**src/gds_defines.vh**
```
// Constants for the gauge driver serial slave: word layout and timing.
// Assumes a 25 MHz reference clock; included by bare name.
`ifndef GDS_DEFINES_VH
`define GDS_DEFINES_VH
// Word layout
`define GDS_WORD_BITS 16
`define GDS_CNT_BITS 4
`define GDS_ADDR_HI 15
`define GDS_ADDR_LO 13
`define GDS_DATA_HI 12
// Reset values
`define GDS_WORD_RST 16'h0000
`define GDS_CNT_RST 4'h0
// Buffer
`define GDS_FIFO_DEPTH 8
`define GDS_FIFO_AW 3
// Timing: least chip-select high time, and reference rate
`define GDS_CS_GAP_NS 5000
`define GDS_REF_CLK_KHZ 25000
`define GDS_CS_GAP_CYC ((`GDS_CS_GAP_NS * `GDS_REF_CLK_KHZ + 999999) / 1000000)
`endif

```
**src/gds_fifo.v**
```verilog
// Word FIFO between the serial front end and the register write port.
// Assumes one clock and a synchronous, active-high reset.
module gds_fifo #(
	parameter WIDTH = 16,
	parameter DEPTH = 8,
	parameter AW    = 3
) (
	input  wire             i_ref_clk,  // Clock
	input  wire             i_rst,      // Sync reset
	input  wire             i_in_valid, // Write request
	output wire             o_in_ready, // Not full
	input  wire [WIDTH-1:0] i_in_data,  // Write word
	output wire             o_out_valid,// Not empty
	input  wire             i_out_ready,// Read accept
	output wire [WIDTH-1:0] o_out_data  // Head word
);
	reg [WIDTH-1:0] mem_q [0:DEPTH-1];
	reg [AW-1:0]    wp_q;
	reg [AW-1:0]    rp_q;
	reg [AW:0]      cnt_q;
	wire            push;
	wire            pop;

	// Honest flags from the occupancy count
	assign o_in_ready  = (cnt_q != DEPTH[AW:0]);
	assign o_out_valid = (cnt_q != {(AW+1){1'b0}});
	assign o_out_data  = mem_q[rp_q];
	assign push        = i_in_valid & o_in_ready;
	assign pop         = o_out_valid & i_out_ready;

	// Storage write, no reset needed on data
	always @(posedge i_ref_clk)
	begin
		if (push)
			mem_q[wp_q] <= i_in_data;
	end

	// Pointers wrap; depth assumed a power of two
	always @(posedge i_ref_clk)
	begin
		if (i_rst)
		begin
			wp_q  <= {AW{1'b0}};
			rp_q  <= {AW{1'b0}};
			cnt_q <= {(AW+1){1'b0}};
		end
		else
		begin
			if (push)
				wp_q <= wp_q + 1'b1;
			if (pop)
				rp_q <= rp_q + 1'b1;
			if (push & ~pop)
				cnt_q <= cnt_q + 1'b1;
			else if (pop & ~push)
				cnt_q <= cnt_q - 1'b1;
		end
	end
endmodule // gds_fifo

```
**src/gds_spi_slave.v**
```verilog
// Serial slave of a dual gauge driver: shifts words in and status out.
// Assumes pins are asynchronous to i_ref_clk and the serial clock is
// at most one eighth of the reference rate.
// Notes on behaviour
// - Chip-select rise copies the received word to the addressed register.
// - Serial output driven only while chip select is low.
// - Clock and data pins are ignored while chip select is high.
// - Serial input is sampled on each falling serial clock edge.
// - Serial output advances on each rising serial clock edge.
// - Words are 16 bits, most significant bit first both ways.
// - Bit counts not a multiple of 16 discard the message.
// - First 16 bits shifted out are the status word.
// - Beyond 16 bits, earlier received bits follow in arrival order.
// - First rising serial clock edge loads the status word.
// - Bits 15 to 13 of the word select the destination register.
// - Works at a 333 ns symmetric serial clock and slower.
`include "gds_defines.vh"

module gds_spi_slave #(
	parameter FIFO_DEPTH = `GDS_FIFO_DEPTH,
	parameter FIFO_AW    = `GDS_FIFO_AW
) (
	input  wire        i_ref_clk,    // 25 MHz clock
	input  wire        i_rst,        // Sync reset
	input  wire        i_cs_n,       // Chip select pin
	input  wire        i_sclk,       // Serial clock pin
	input  wire        i_si,         // Serial data in pin
	input  wire [15:0] i_status,     // Status word
	output wire        o_so,         // Serial data out
	output wire        o_so_oe,      // Out enable
	input  wire        i_wr_ready,   // Register side accept
	output wire        o_wr_valid,   // Register write
	output wire [2:0]  o_wr_addr,    // Register select
	output wire [12:0] o_wr_data,    // Register data
	output wire        o_msg_drop,   // Bad length pulse
	output wire        o_gap_short,  // Short gap pulse
	output wire        o_ovfl        // Lost word pulse
);
	localparam integer GAP_INT = `GDS_CS_GAP_CYC;
	localparam [11:0]  GAP_CYC = GAP_INT[11:0];

	////////////////////////////////////////////////////////////////
	// Field decoders
	////////////////////////////////////////////////////////////////

	// Destination select
	function [2:0] word_addr;
		input [`GDS_WORD_BITS-1:0] w;
		begin
			word_addr = w[`GDS_ADDR_HI:`GDS_ADDR_LO];
		end
	endfunction

	// Payload below the select
	function [12:0] word_data;
		input [`GDS_WORD_BITS-1:0] w;
		begin
			word_data = w[`GDS_DATA_HI:0];
		end
	endfunction

	////////////////////////////////////////////////////////////////
	// Pin synchronisers
	////////////////////////////////////////////////////////////////

	reg cs_m_q;
	reg cs_s_q;
	reg cs_p_q;
	reg sck_m_q;
	reg sck_s_q;
	reg sck_p_q;
	reg si_m_q;
	reg si_s_q;

	// two-stage crossing
	// Every pin passes two flops; first stages feed nothing else
	always @(posedge i_ref_clk)
	begin
		if (i_rst)
		begin
			cs_m_q  <= 1'b1;
			cs_s_q  <= 1'b1;
			cs_p_q  <= 1'b1;
			sck_m_q <= 1'b0;
			sck_s_q <= 1'b0;
			sck_p_q <= 1'b0;
			si_m_q  <= 1'b0;
			si_s_q  <= 1'b0;
		end
		else
		begin
			cs_m_q  <= i_cs_n;
			cs_s_q  <= cs_m_q;
			cs_p_q  <= cs_s_q;
			sck_m_q <= i_sclk;
			sck_s_q <= sck_m_q;
			sck_p_q <= sck_s_q;
			si_m_q  <= i_si;
			si_s_q  <= si_m_q;
		end
	end

	////////////////////////////////////////////////////////////////
	// Edge detection
	////////////////////////////////////////////////////////////////

	wire win;
	wire sck_fall;
	wire sck_rise;
	wire cs_fall;
	wire cs_rise;

	// gate edges
	// Window taken from the delayed select so the last clock edge
	// that lands with the select rise is still counted
	assign win      = ~cs_p_q;
	// edge finding
	// A 333 ns clock gives over three samples per phase
	assign sck_fall = win & sck_p_q & ~sck_s_q;
	assign sck_rise = win & ~sck_p_q & sck_s_q;
	assign cs_fall  = cs_p_q & ~cs_s_q;
	assign cs_rise  = ~cs_p_q & cs_s_q;

	////////////////////////////////////////////////////////////////
	// Shift path
	////////////////////////////////////////////////////////////////

	reg [`GDS_WORD_BITS-1:0] sr_q;
	reg [`GDS_WORD_BITS-1:0] sr_d;
	reg [`GDS_CNT_BITS-1:0]  cnt_q;
	reg [`GDS_CNT_BITS-1:0]  cnt_d;
	reg                      any_q;
	reg                      any_d;
	reg                      first_q;
	reg                      so_q;
	reg                      oe_q;

	// One register serves both ways: status is loaded, then each
	// received bit enters at the bottom and leaves 16 bits later
	always @*
	begin
		sr_d  = sr_q;
		cnt_d = cnt_q;
		any_d = any_q;
		if (sck_rise && first_q)
		begin
			sr_d = i_status;
		end
		else if (sck_fall)
		begin
			sr_d  = {sr_q[`GDS_WORD_BITS-2:0], si_s_q};
			cnt_d = cnt_q + 1'b1;
			any_d = 1'b1;
		end
	end

	// Shift state and first-edge marker
	always @(posedge i_ref_clk)
	begin
		if (i_rst)
		begin
			sr_q    <= `GDS_WORD_RST;
			cnt_q   <= `GDS_CNT_RST;
			any_q   <= 1'b0;
			first_q <= 1'b0;
		end
		else if (cs_rise)
		begin
			sr_q    <= sr_d;
			cnt_q   <= `GDS_CNT_RST;
			any_q   <= 1'b0;
			first_q <= 1'b0;
		end
		else
		begin
			sr_q  <= sr_d;
			cnt_q <= cnt_d;
			any_q <= any_d;
			if (cs_fall)
				first_q <= 1'b1;
			else if (sck_rise)
				first_q <= 1'b0;
		end
	end

	// Output bit and its enable
	always @(posedge i_ref_clk)
	begin
		if (i_rst)
		begin
			so_q <= 1'b0;
			oe_q <= 1'b0;
		end
		else
		begin
			oe_q <= ~cs_s_q;
			if (cs_s_q)
				so_q <= 1'b0;
			else if (sck_rise && first_q)
				so_q <= i_status[`GDS_WORD_BITS-1];
			else if (sck_rise)
				so_q <= sr_q[`GDS_WORD_BITS-1];
		end
	end

	assign o_so    = so_q;
	assign o_so_oe = oe_q;

	////////////////////////////////////////////////////////////////
	// Message commit
	////////////////////////////////////////////////////////////////

	wire                     good_len;
	reg                      pend_q;
	reg [`GDS_WORD_BITS-1:0] pend_w_q;
	reg                      drop_q;
	reg                      ovfl_q;
	wire                     f_in_rdy;

	// length check
	// Count wraps every 16 bits, so zero with bits seen is a multiple
	assign good_len = any_d && (cnt_d == `GDS_CNT_RST);

	// Completed word waits here until the FIFO takes it
	always @(posedge i_ref_clk)
	begin
		if (i_rst)
		begin
			pend_q   <= 1'b0;
			pend_w_q <= `GDS_WORD_RST;
			drop_q   <= 1'b0;
			ovfl_q   <= 1'b0;
		end
		else
		begin
			drop_q <= cs_rise & any_d & ~good_len;
			ovfl_q <= 1'b0;
			if (cs_rise && good_len)
			begin
				if (pend_q && !f_in_rdy)
					// Older word kept; newer one lost
					ovfl_q <= 1'b1;
				else
				begin
					pend_q   <= 1'b1;
					pend_w_q <= sr_d;
				end
			end
			else if (pend_q && f_in_rdy)
				pend_q <= 1'b0;
		end
	end

	assign o_msg_drop = drop_q;
	assign o_ovfl     = ovfl_q;

	////////////////////////////////////////////////////////////////
	// Chip-select gap monitor
	////////////////////////////////////////////////////////////////

	reg [11:0] gap_q;
	reg        gap_run_q;
	reg        gap_short_q;

	// least high time
	// Only reported; the master owns this timing
	always @(posedge i_ref_clk)
	begin
		if (i_rst)
		begin
			gap_q       <= 12'h000;
			gap_run_q   <= 1'b0;
			gap_short_q <= 1'b0;
		end
		else
		begin
			gap_short_q <= cs_fall & gap_run_q & (gap_q < GAP_CYC);
			if (cs_rise)
			begin
				gap_q     <= 12'h001; // Rise cycle is the first high cycle
				gap_run_q <= 1'b1;
			end
			else if (cs_s_q && gap_q != GAP_CYC)
				gap_q <= gap_q + 12'h001;
		end
	end

	assign o_gap_short = gap_short_q;

	////////////////////////////////////////////////////////////////
	// Buffer and write port
	////////////////////////////////////////////////////////////////

	wire                     f_out_vld;
	wire [`GDS_WORD_BITS-1:0] f_out_dat;
	wire                     f_pop;
	reg                      wv_q;
	reg [2:0]                wa_q;
	reg [12:0]               wd_q;

	assign f_pop = f_out_vld & (~wv_q | i_wr_ready);

	gds_fifo #(
		.WIDTH (`GDS_WORD_BITS),
		.DEPTH (FIFO_DEPTH),
		.AW    (FIFO_AW)
	) u_fifo (
		.i_ref_clk   (i_ref_clk),
		.i_rst       (i_rst),
		.i_in_valid  (pend_q),
		.o_in_ready  (f_in_rdy),
		.i_in_data   (pend_w_q),
		.o_out_valid (f_out_vld),
		.i_out_ready (f_pop),
		.o_out_data  (f_out_dat)
	);

	// Output stage holds the write until accepted
	always @(posedge i_ref_clk)
	begin
		if (i_rst)
		begin
			wv_q <= 1'b0;
			wa_q <= 3'h0;
			wd_q <= 13'h0000;
		end
		else if (f_pop)
		begin
			wv_q <= 1'b1;
			wa_q <= word_addr(f_out_dat);
			wd_q <= word_data(f_out_dat);
		end
		else if (i_wr_ready)
			wv_q <= 1'b0;
	end

	assign o_wr_valid = wv_q;
	assign o_wr_addr  = wa_q;
	assign o_wr_data  = wd_q;
endmodule // gds_spi_slave

```
**config.mk**
```make
export PLATFORM = sky130hd
export DESIGN_NAME = gds_spi_slave
export DESIGN_NICKNAME = d
export VERILOG_FILES = /design/src/gds_fifo.v /design/src/gds_spi_slave.v
export VERILOG_INCLUDE_DIRS = /design/src
export SDC_FILE = /design/constraint.sdc
export NUM_CORES = 1
export LEC_CHECK = 0
export BUFFER_PORTS_ARGS = -buffer_cell sky130_fd_sc_hd__buf_2
export CAP_MARGIN = 20
export CORE_MARGIN = 3
export CORE_UTILIZATION = 30
export CTS_BUF_LIST = sky130_fd_sc_hd__clkbuf_16
export CTS_CLUSTER_SIZE = 8
export DETAILED_ROUTE_END_ITERATION = 7
export PLACE_DENSITY_LB_ADDON = 0.2
export SYNTH_ARGS = -nofsm -noshare
export SYNTH_HDL_FRONTEND = slang
export SYNTH_SLANG_ARGS = --single-unit
```
**constraint.sdc**
```tcl
create_clock -name i_ref_clk -period 6.25 [get_ports i_ref_clk]
set_input_delay 0.3125 -clock i_ref_clk [delete_from_list [all_inputs] [get_ports i_ref_clk]]
set_output_delay 0.3125 -clock i_ref_clk [all_outputs]
set_load 0.02 [all_outputs]
```
==> out/qor.yml, run 1 <==
min_path:
  hp-class: "primary input to flop"
floorplan:
  rows: 61
  die_w_microns: 175
  die_area_sq_um: 30600
  start_util: 0.307
  ioPinCount: 44
  core_area_sq_um: 27900
  die_h_microns: 175
worst_setup_path:
  crit_slowest_cell: "nor4_1"
  slowest_delay_ns: 0.43
  critical_path_class: "flop to flop"
  cp_cell_sequence: "nor4_1 -> nor2b_2 -> buf_4 -> inv_1 -> ha_1 -> inv_1 -> ha_1 -> a21o_1 -> a21oi_1 -> xnor2_1 -> or3_1 -> a21oi_1"
  cp.buffers_inverters: 3
  critPathMaxFanout: 36
  cp.required_ns: 6.68
  startpoint_type: "flop"
  cp-end-kind: "flop"
  critPathTopFamily: "simple AND/OR/NAND/NOR gates"
  cp.arrival_ns: 3.34
pwr:
  swShare: 0.272
  clock_power_share: 0.377
  power_frac_seq: 0.440
  peakVddDrop_mv: 0.215
  p_sw_uw: 1050
  power.internal_uw: 2800
  comb_power_share: 0.183
  p_per_area_nw_per_um2: 378
  p_leak_uw: 0.00352
final_layout:
  drive_above_1_share: 0.226
  utilization: 0.365
  diodes: 0
  fin_nets: 684
  area_growth_pct: 18.9
  design_area_sq_um: 10200
cts:
  cts_resized: 0
  root_buffer: "clkbuf_16"
  clock_latency_ns: 0.53
  path_clk_slew_ns: 0.05
  cts_buffers: 31
  cts_tree: "done"
  clockBufferDepth: 3
  htreeDepth: 1
  clock_sinks: 220
outcome:
  status: "finished, final reports clean"
global_routing:
  grt_usage: 0.117
  grt_first_pass_wirelength_microns: 28300
  grt_pass1_vias: 5140
  grt_overflow: 0
  grt_max_degree: 74
  grt_antenna_before_repair: 0
place:
  gp_congestion: 0.697
  hpwl_microns: 10800
  numPortBuffers: 43
  post-place-ws_ns: 3.38
  placed_cell_area_sq_um: 9240
routing:
  firstDrtPassIters: 4
  ant_nets: 0
  totalWireLength_microns: 17600
  via_per_inst: 4.63
  drc_errors: 0
  drt_iter0_markers: 263
  wl_per_cell_microns: 16.7
  vias: 4859
timing:
  relSlewSlack: 0.293
  setup_slack_ns: 3.34
  setup_viol: 0
  fmax_ghz: 0.344
  hold_violations: 0
  skew_ns: 0.0110
  fin_crit_ns: 2.91
  maxSlewViolCount: 0
  period_share: 0.465
  worst_pin_slew_ns: 1.06
  holdWs_ns: 0.0989
  grt_setup_unrepaired: "no"
  finalSetupTns_ns: 0
logic_synthesis:
  ys_types: 45
  ys_seq_elements: 220
  synth_top_family_by_area: "multiplexers"
  synthXorXnorAreaFrac: 0.0204
  syn_nets: 627
  synth_edf_count: 128
  ys_async_sr_fraction: 0
  synth-seq-area-share: 0.664
  synthSimpleGateAreaFrac: 0.102
  yosys_warnings: 0
  synthMuxAreaShare: 0.131
  synth_common_cells: "128 x edfxtp_1, 92 x dfxtp_1, 63 x nor2_1"
  synth_top_area_cell: "edfxtp_1"
  yosysMostFrequentCell: "edfxtp_1"
  ys.flop_type: "edfxtp_1"
  synth_area_leaders: "edfxtp_1 45%, dfxtp_1 21%, mux4_2 8.4%"
  synth_top_area_frac: 0.449
  synth_fa_ha_area_frac: 0.0155
  syn_area_sq_um: 8570
  syn-instance-count: 595
  syn_avg_cell_area_sq_um: 14.4
  synth-compound-area-share: 0.0473
flow_run:
  drv_cap: 0
-- final cells by class --
cell class	count	area [sq um]
fillers	2709	17800
well taps	378	473
repair buffers	56	354
multi-input cells	333	2770
flip-flops and latches	220	5690
inverters	10	37.5
clock inverters	22	88.8
clock buffers	31	776
-- worst paths after layout --
kind | start | endpoint | slack [ns] | depth (start not counted)
max reg2reg | u_fifo.cnt_q[0]$_SDFFE_PP0P_ | u_fifo.cnt_q[3]$_SDFFE_PP0P_ | 3.34 | 12
max | u_fifo.cnt_q[0]$_SDFFE_PP0P_ | u_fifo.cnt_q[3]$_SDFFE_PP0P_ | 3.34 | 12
min | i_status[3] | sr_q[3]$_SDFF_PP0_ | 0.1 | 3
min reg2reg | cs_m_q$_SDFF_PP1_ | cs_s_q$_SDFF_PP1_ | 0.41 | 1
-- cell usage in the layout (no fill, tap or decap), drive strengths merged, types with 2 or more instances in the layout --
cell and count:
a211oi 17, clkbuf 31, and3 2, mux2 16, xor2 12, nor3 9
nand2b 4, or3 2, o21ai 2, or2 2, edfxtp 128, nand3 5
inv 31, nor2 63, a21oi 14, mux4 32, dlygate4sd3 4, ha 9
nand2 55, mux2i 18, nand4 5, nor4 4, xnor2 8, dfxtp 92
nor3b 2, a311oi 16, buf 52, or4 2, nor2b 24
-- power groups by stage --
| stage | Combinational [uW] | Clock, uW | Sequential [uW] |
|---|---|---|---|
| after floorplan | 503 | 0 | 1740 |
| after global placement | 709 | 0 | 1720 |
| after detailed placement | 719 | 0 | 1730 |
| after CTS | 722 | 1500 | 1700 |
| after global routing | 793 | 1560 | 1710 |
| final | 702 | 1450 | 1690 |
-- metrics by stage --
| stage | cells | total power [uW] |
|---|---|---|
| final | 1050 | 3850 |
| after global routing | 1050 | 4060 |
| after CTS | 1048 | 3910 |
| after detailed placement | 991 | 2440 |
| after global placement | 990 | 2430 |
| after floorplan | 595 | 2240 |
-- cells by family after synthesis --
kind of cell | after synthesis
adder cells (fa/ha/maj) | 10
multiplexers | 66
AND/OR/NAND/NOR | 183
flip-flops | 220
XOR/XNOR | 20
AO/OA/AOI/OAI | 54
buffers and inverters | 42
-- registers in the layout (all words and copies together) (netlist names), 3 cells and up --
signal and cells:
u_fifo.cnt_q 4, sr_q 16, u_fifo.mem_q 128, gap_q 12, o_wr_data 13, cnt_q 4, o_wr_addr 3, u_fifo.wp_q 3
u_fifo.rp_q 3, pend_w_q 16
-- what timing repair did --
item	CTS	global route
buffers inserted	0	0
hold buffers	4	0
endpoints found under the hold margin	3	0
-- metal layers --
layer  GRT usage  vias to the layer above  share of wire
met5           0                        -              0
met2       0.194                       89           0.47
met1       0.157                     2411           0.47
met4      0.0283                        0          0.017
li1            -                     2337              -
met3      0.0239                       22          0.040
-- worst min-delay path, cell delays in order --
cell and delay, ns:
buf_2 0.09, nor2_1 0.10, a311oi_1 0.07
(Power assumes the default switching activity.)
==> run 2: changes to the inputs <==
Clock period 6.25 ns to 2.7 ns, I/O delays scaled along.
==> run 2 against run 1 <==
Effect of this change: clock power is 130% higher; clock skew is 0.00093 ns higher; worst hold slack better by 0.030 ns; via count is 3.3% higher; utilization is 0.76 points higher; power is 130% higher; critical endpoint unchanged; largest cell class unchanged; global-route usage is 0.13 points higher; non-clock buffer count is 27 higher; sequential cell count stayed put; register-to-register slack worse by 3.2 ns; cell area is 2.1% higher.
==> out/qor.yml, run 2 (synthesis results as in run 1) <==
worst_setup_path:
  critical_path_class: "flop to flop"
  slowest_delay_ns: 0.36
  cp.required_ns: 3.15
  cp.arrival_ns: 2.97
  startpoint_type: "flop"
  critPathTopFamily: "simple AND/OR/NAND/NOR gates"
  cp-end-kind: "flop"
  critPathMaxFanout: 5
  crit_slowest_cell: "dfxtp_2"
  cp_cell_sequence: "nor3_2 -> nand2_1 -> nand2_1 -> inv_1 -> ha_1 -> inv_1 -> ha_1 -> a21o_1 -> a21oi_1 -> xnor2_1 -> or3_1 -> a21oi_1"
  rrSetupSlack_ns: 0.17
  cp.buffers_inverters: 2
final_layout:
  top_regs: "u_fifo.mem_q x128, pend_w_q x16, sr_q x16"
  fin_nets: 711
  mostFrequentLayoutCells: "128 x edfxtp_1, 89 x dfxtp_1, 63 x nor2_1"
  area_growth_pct: 21.3
  largest_reg_flops: 128
  drive_above_1_share: 0.232
  diodes: 0
  final_common_cell: "edfxtp_1"
  utilization: 0.372
  largest_register: "u_fifo.mem_q"
outcome:
  status: "finished, final reports clean"
floorplan:
  die_h_microns: 175
  die_w_microns: 175
  ioPinCount: 44
  start_util: 0.307
  die_area_sq_um: 30600
  rows: 61
  core_area_sq_um: 27900
global_routing:
  grt_max_degree: 46
  grt_usage: 0.118
  grt_antenna_before_repair: 0
  grt_pass1_vias: 5265
  grt_overflow: 0
  grt_first_pass_wirelength_microns: 28800
flow_run:
  drv_cap: 0
timing:
  holdWs_ns: 0.129
  hold_violations: 0
  fmax_ghz: 0.396
  grt_setup_unrepaired: "no"
  relSlewSlack: 0.549
  finalSetupTns_ns: 0
  fin_crit_ns: 2.53
  setup_slack_ns: 0.174
  worst_pin_slew_ns: 0.676
  skew_ns: 0.0119
  setup_viol: 0
  maxSlewViolCount: 0
  period_share: 0.936
cts:
  post_cts_buffers: 0
  clockBufferDepth: 3
  htreeDepth: 1
  root_buffer: "clkbuf_16"
  cts_tree: "done"
  clock_latency_ns: 0.53
  cts_buffers: 31
  clock_sinks: 220
  path_clk_slew_ns: 0.05
pwr:
  p_leak_uw: 0.00363
  peakVddDrop_mv: 0.494
  p_per_area_nw_per_um2: 865
min_path:
  hp-class: "primary input to flop"
routing:
  vias: 5019
  totalWireLength_microns: 18000
  drt_iter0_markers: 187
  ant_nets: 0
  wl_per_cell_microns: 16.7
  firstDrtPassIters: 4
  drc_errors: 0
  via_per_inst: 4.66
place:
  hpwl_microns: 11000
  gp_congestion: 0.741
  post-place-ws_ns: 0.0590
  numPortBuffers: 43
-- run 2: power by group --
group	total [uW]	leakage (uW)	internal (uW)	switching (uW)
sequential	3890	0.00190	3710	178
combinational	1740	0.00123	796	947
clock	3360	0.000495	2030	1330
total	8990	0.00363	6530	2460
-- run 2: cell type report --
| cell class | count | area [sq um] |
|---|---|---|
| Clock buffer | 31 | 776 |
| Multi-Input combinational cell | 333 | 2750 |
| Tap cell | 378 | 473 |
| Sequential cell | 220 | 5690 |
| Timing Repair Buffer | 83 | 578 |
| Clock inverter | 22 | 87.6 |
| Fill cell | 2721 | 17500 |
| Inverter | 10 | 37.5 |
-- run 2: what timing repair did --
action | 4_1_cts | 5_1_grt
gates resized for setup | 0 | 5
hold buffers | 20 | 0
hold endpoints to repair | 21 | 0
setup endpoints to repair | 0 | 1
-- run 2: worst reg2reg max path, cell delays in order, from the launching register on --
cell and delay [ns]:
dfxtp_2 0.36, nor3_2 0.21, nand2_1 0.07, nand2_1 0.09
inv_1 0.11, ha_1 0.23, inv_1 0.12, ha_1 0.26
a21o_1 0.20, a21oi_1 0.18, xnor2_1 0.10, or3_1 0.31
a21oi_1 0.19
-- run 2: metrics by stage --
stage	total power, uW	instance area [sq um]	cells
floorplan	5180	8570	595
global placement	5640	9310	1004
detailed placement	5680	9310	1004
CTS	9100	10400	1077
global route	9440	10400	1077
finish	8990	10400	1077
-- run 2: final timing paths --
kind,end,startpoint,depth (start not counted)
worst max register to register,u_fifo.cnt_q[3]$_SDFFE_PP0P_,u_fifo.cnt_q[0]$_SDFFE_PP0P_,12
worst min-delay path,gap_run_q$_SDFFE_PP0P_,i_rst,2
worst max-delay path,u_fifo.cnt_q[3]$_SDFFE_PP0P_,u_fifo.cnt_q[0]$_SDFFE_PP0P_,12
worst min register to register,cs_s_q$_SDFF_PP1_,cs_m_q$_SDFF_PP1_,1
-- run 2: per-layer routing --
layer	track usage	up-vias	wire length (microns)
li1	-	2386	-
met2	0.204	92	8800
met1	0.152	2506	8170
met5	0	-	0
met3	0.0228	35	736
met4	0.0316	0	316
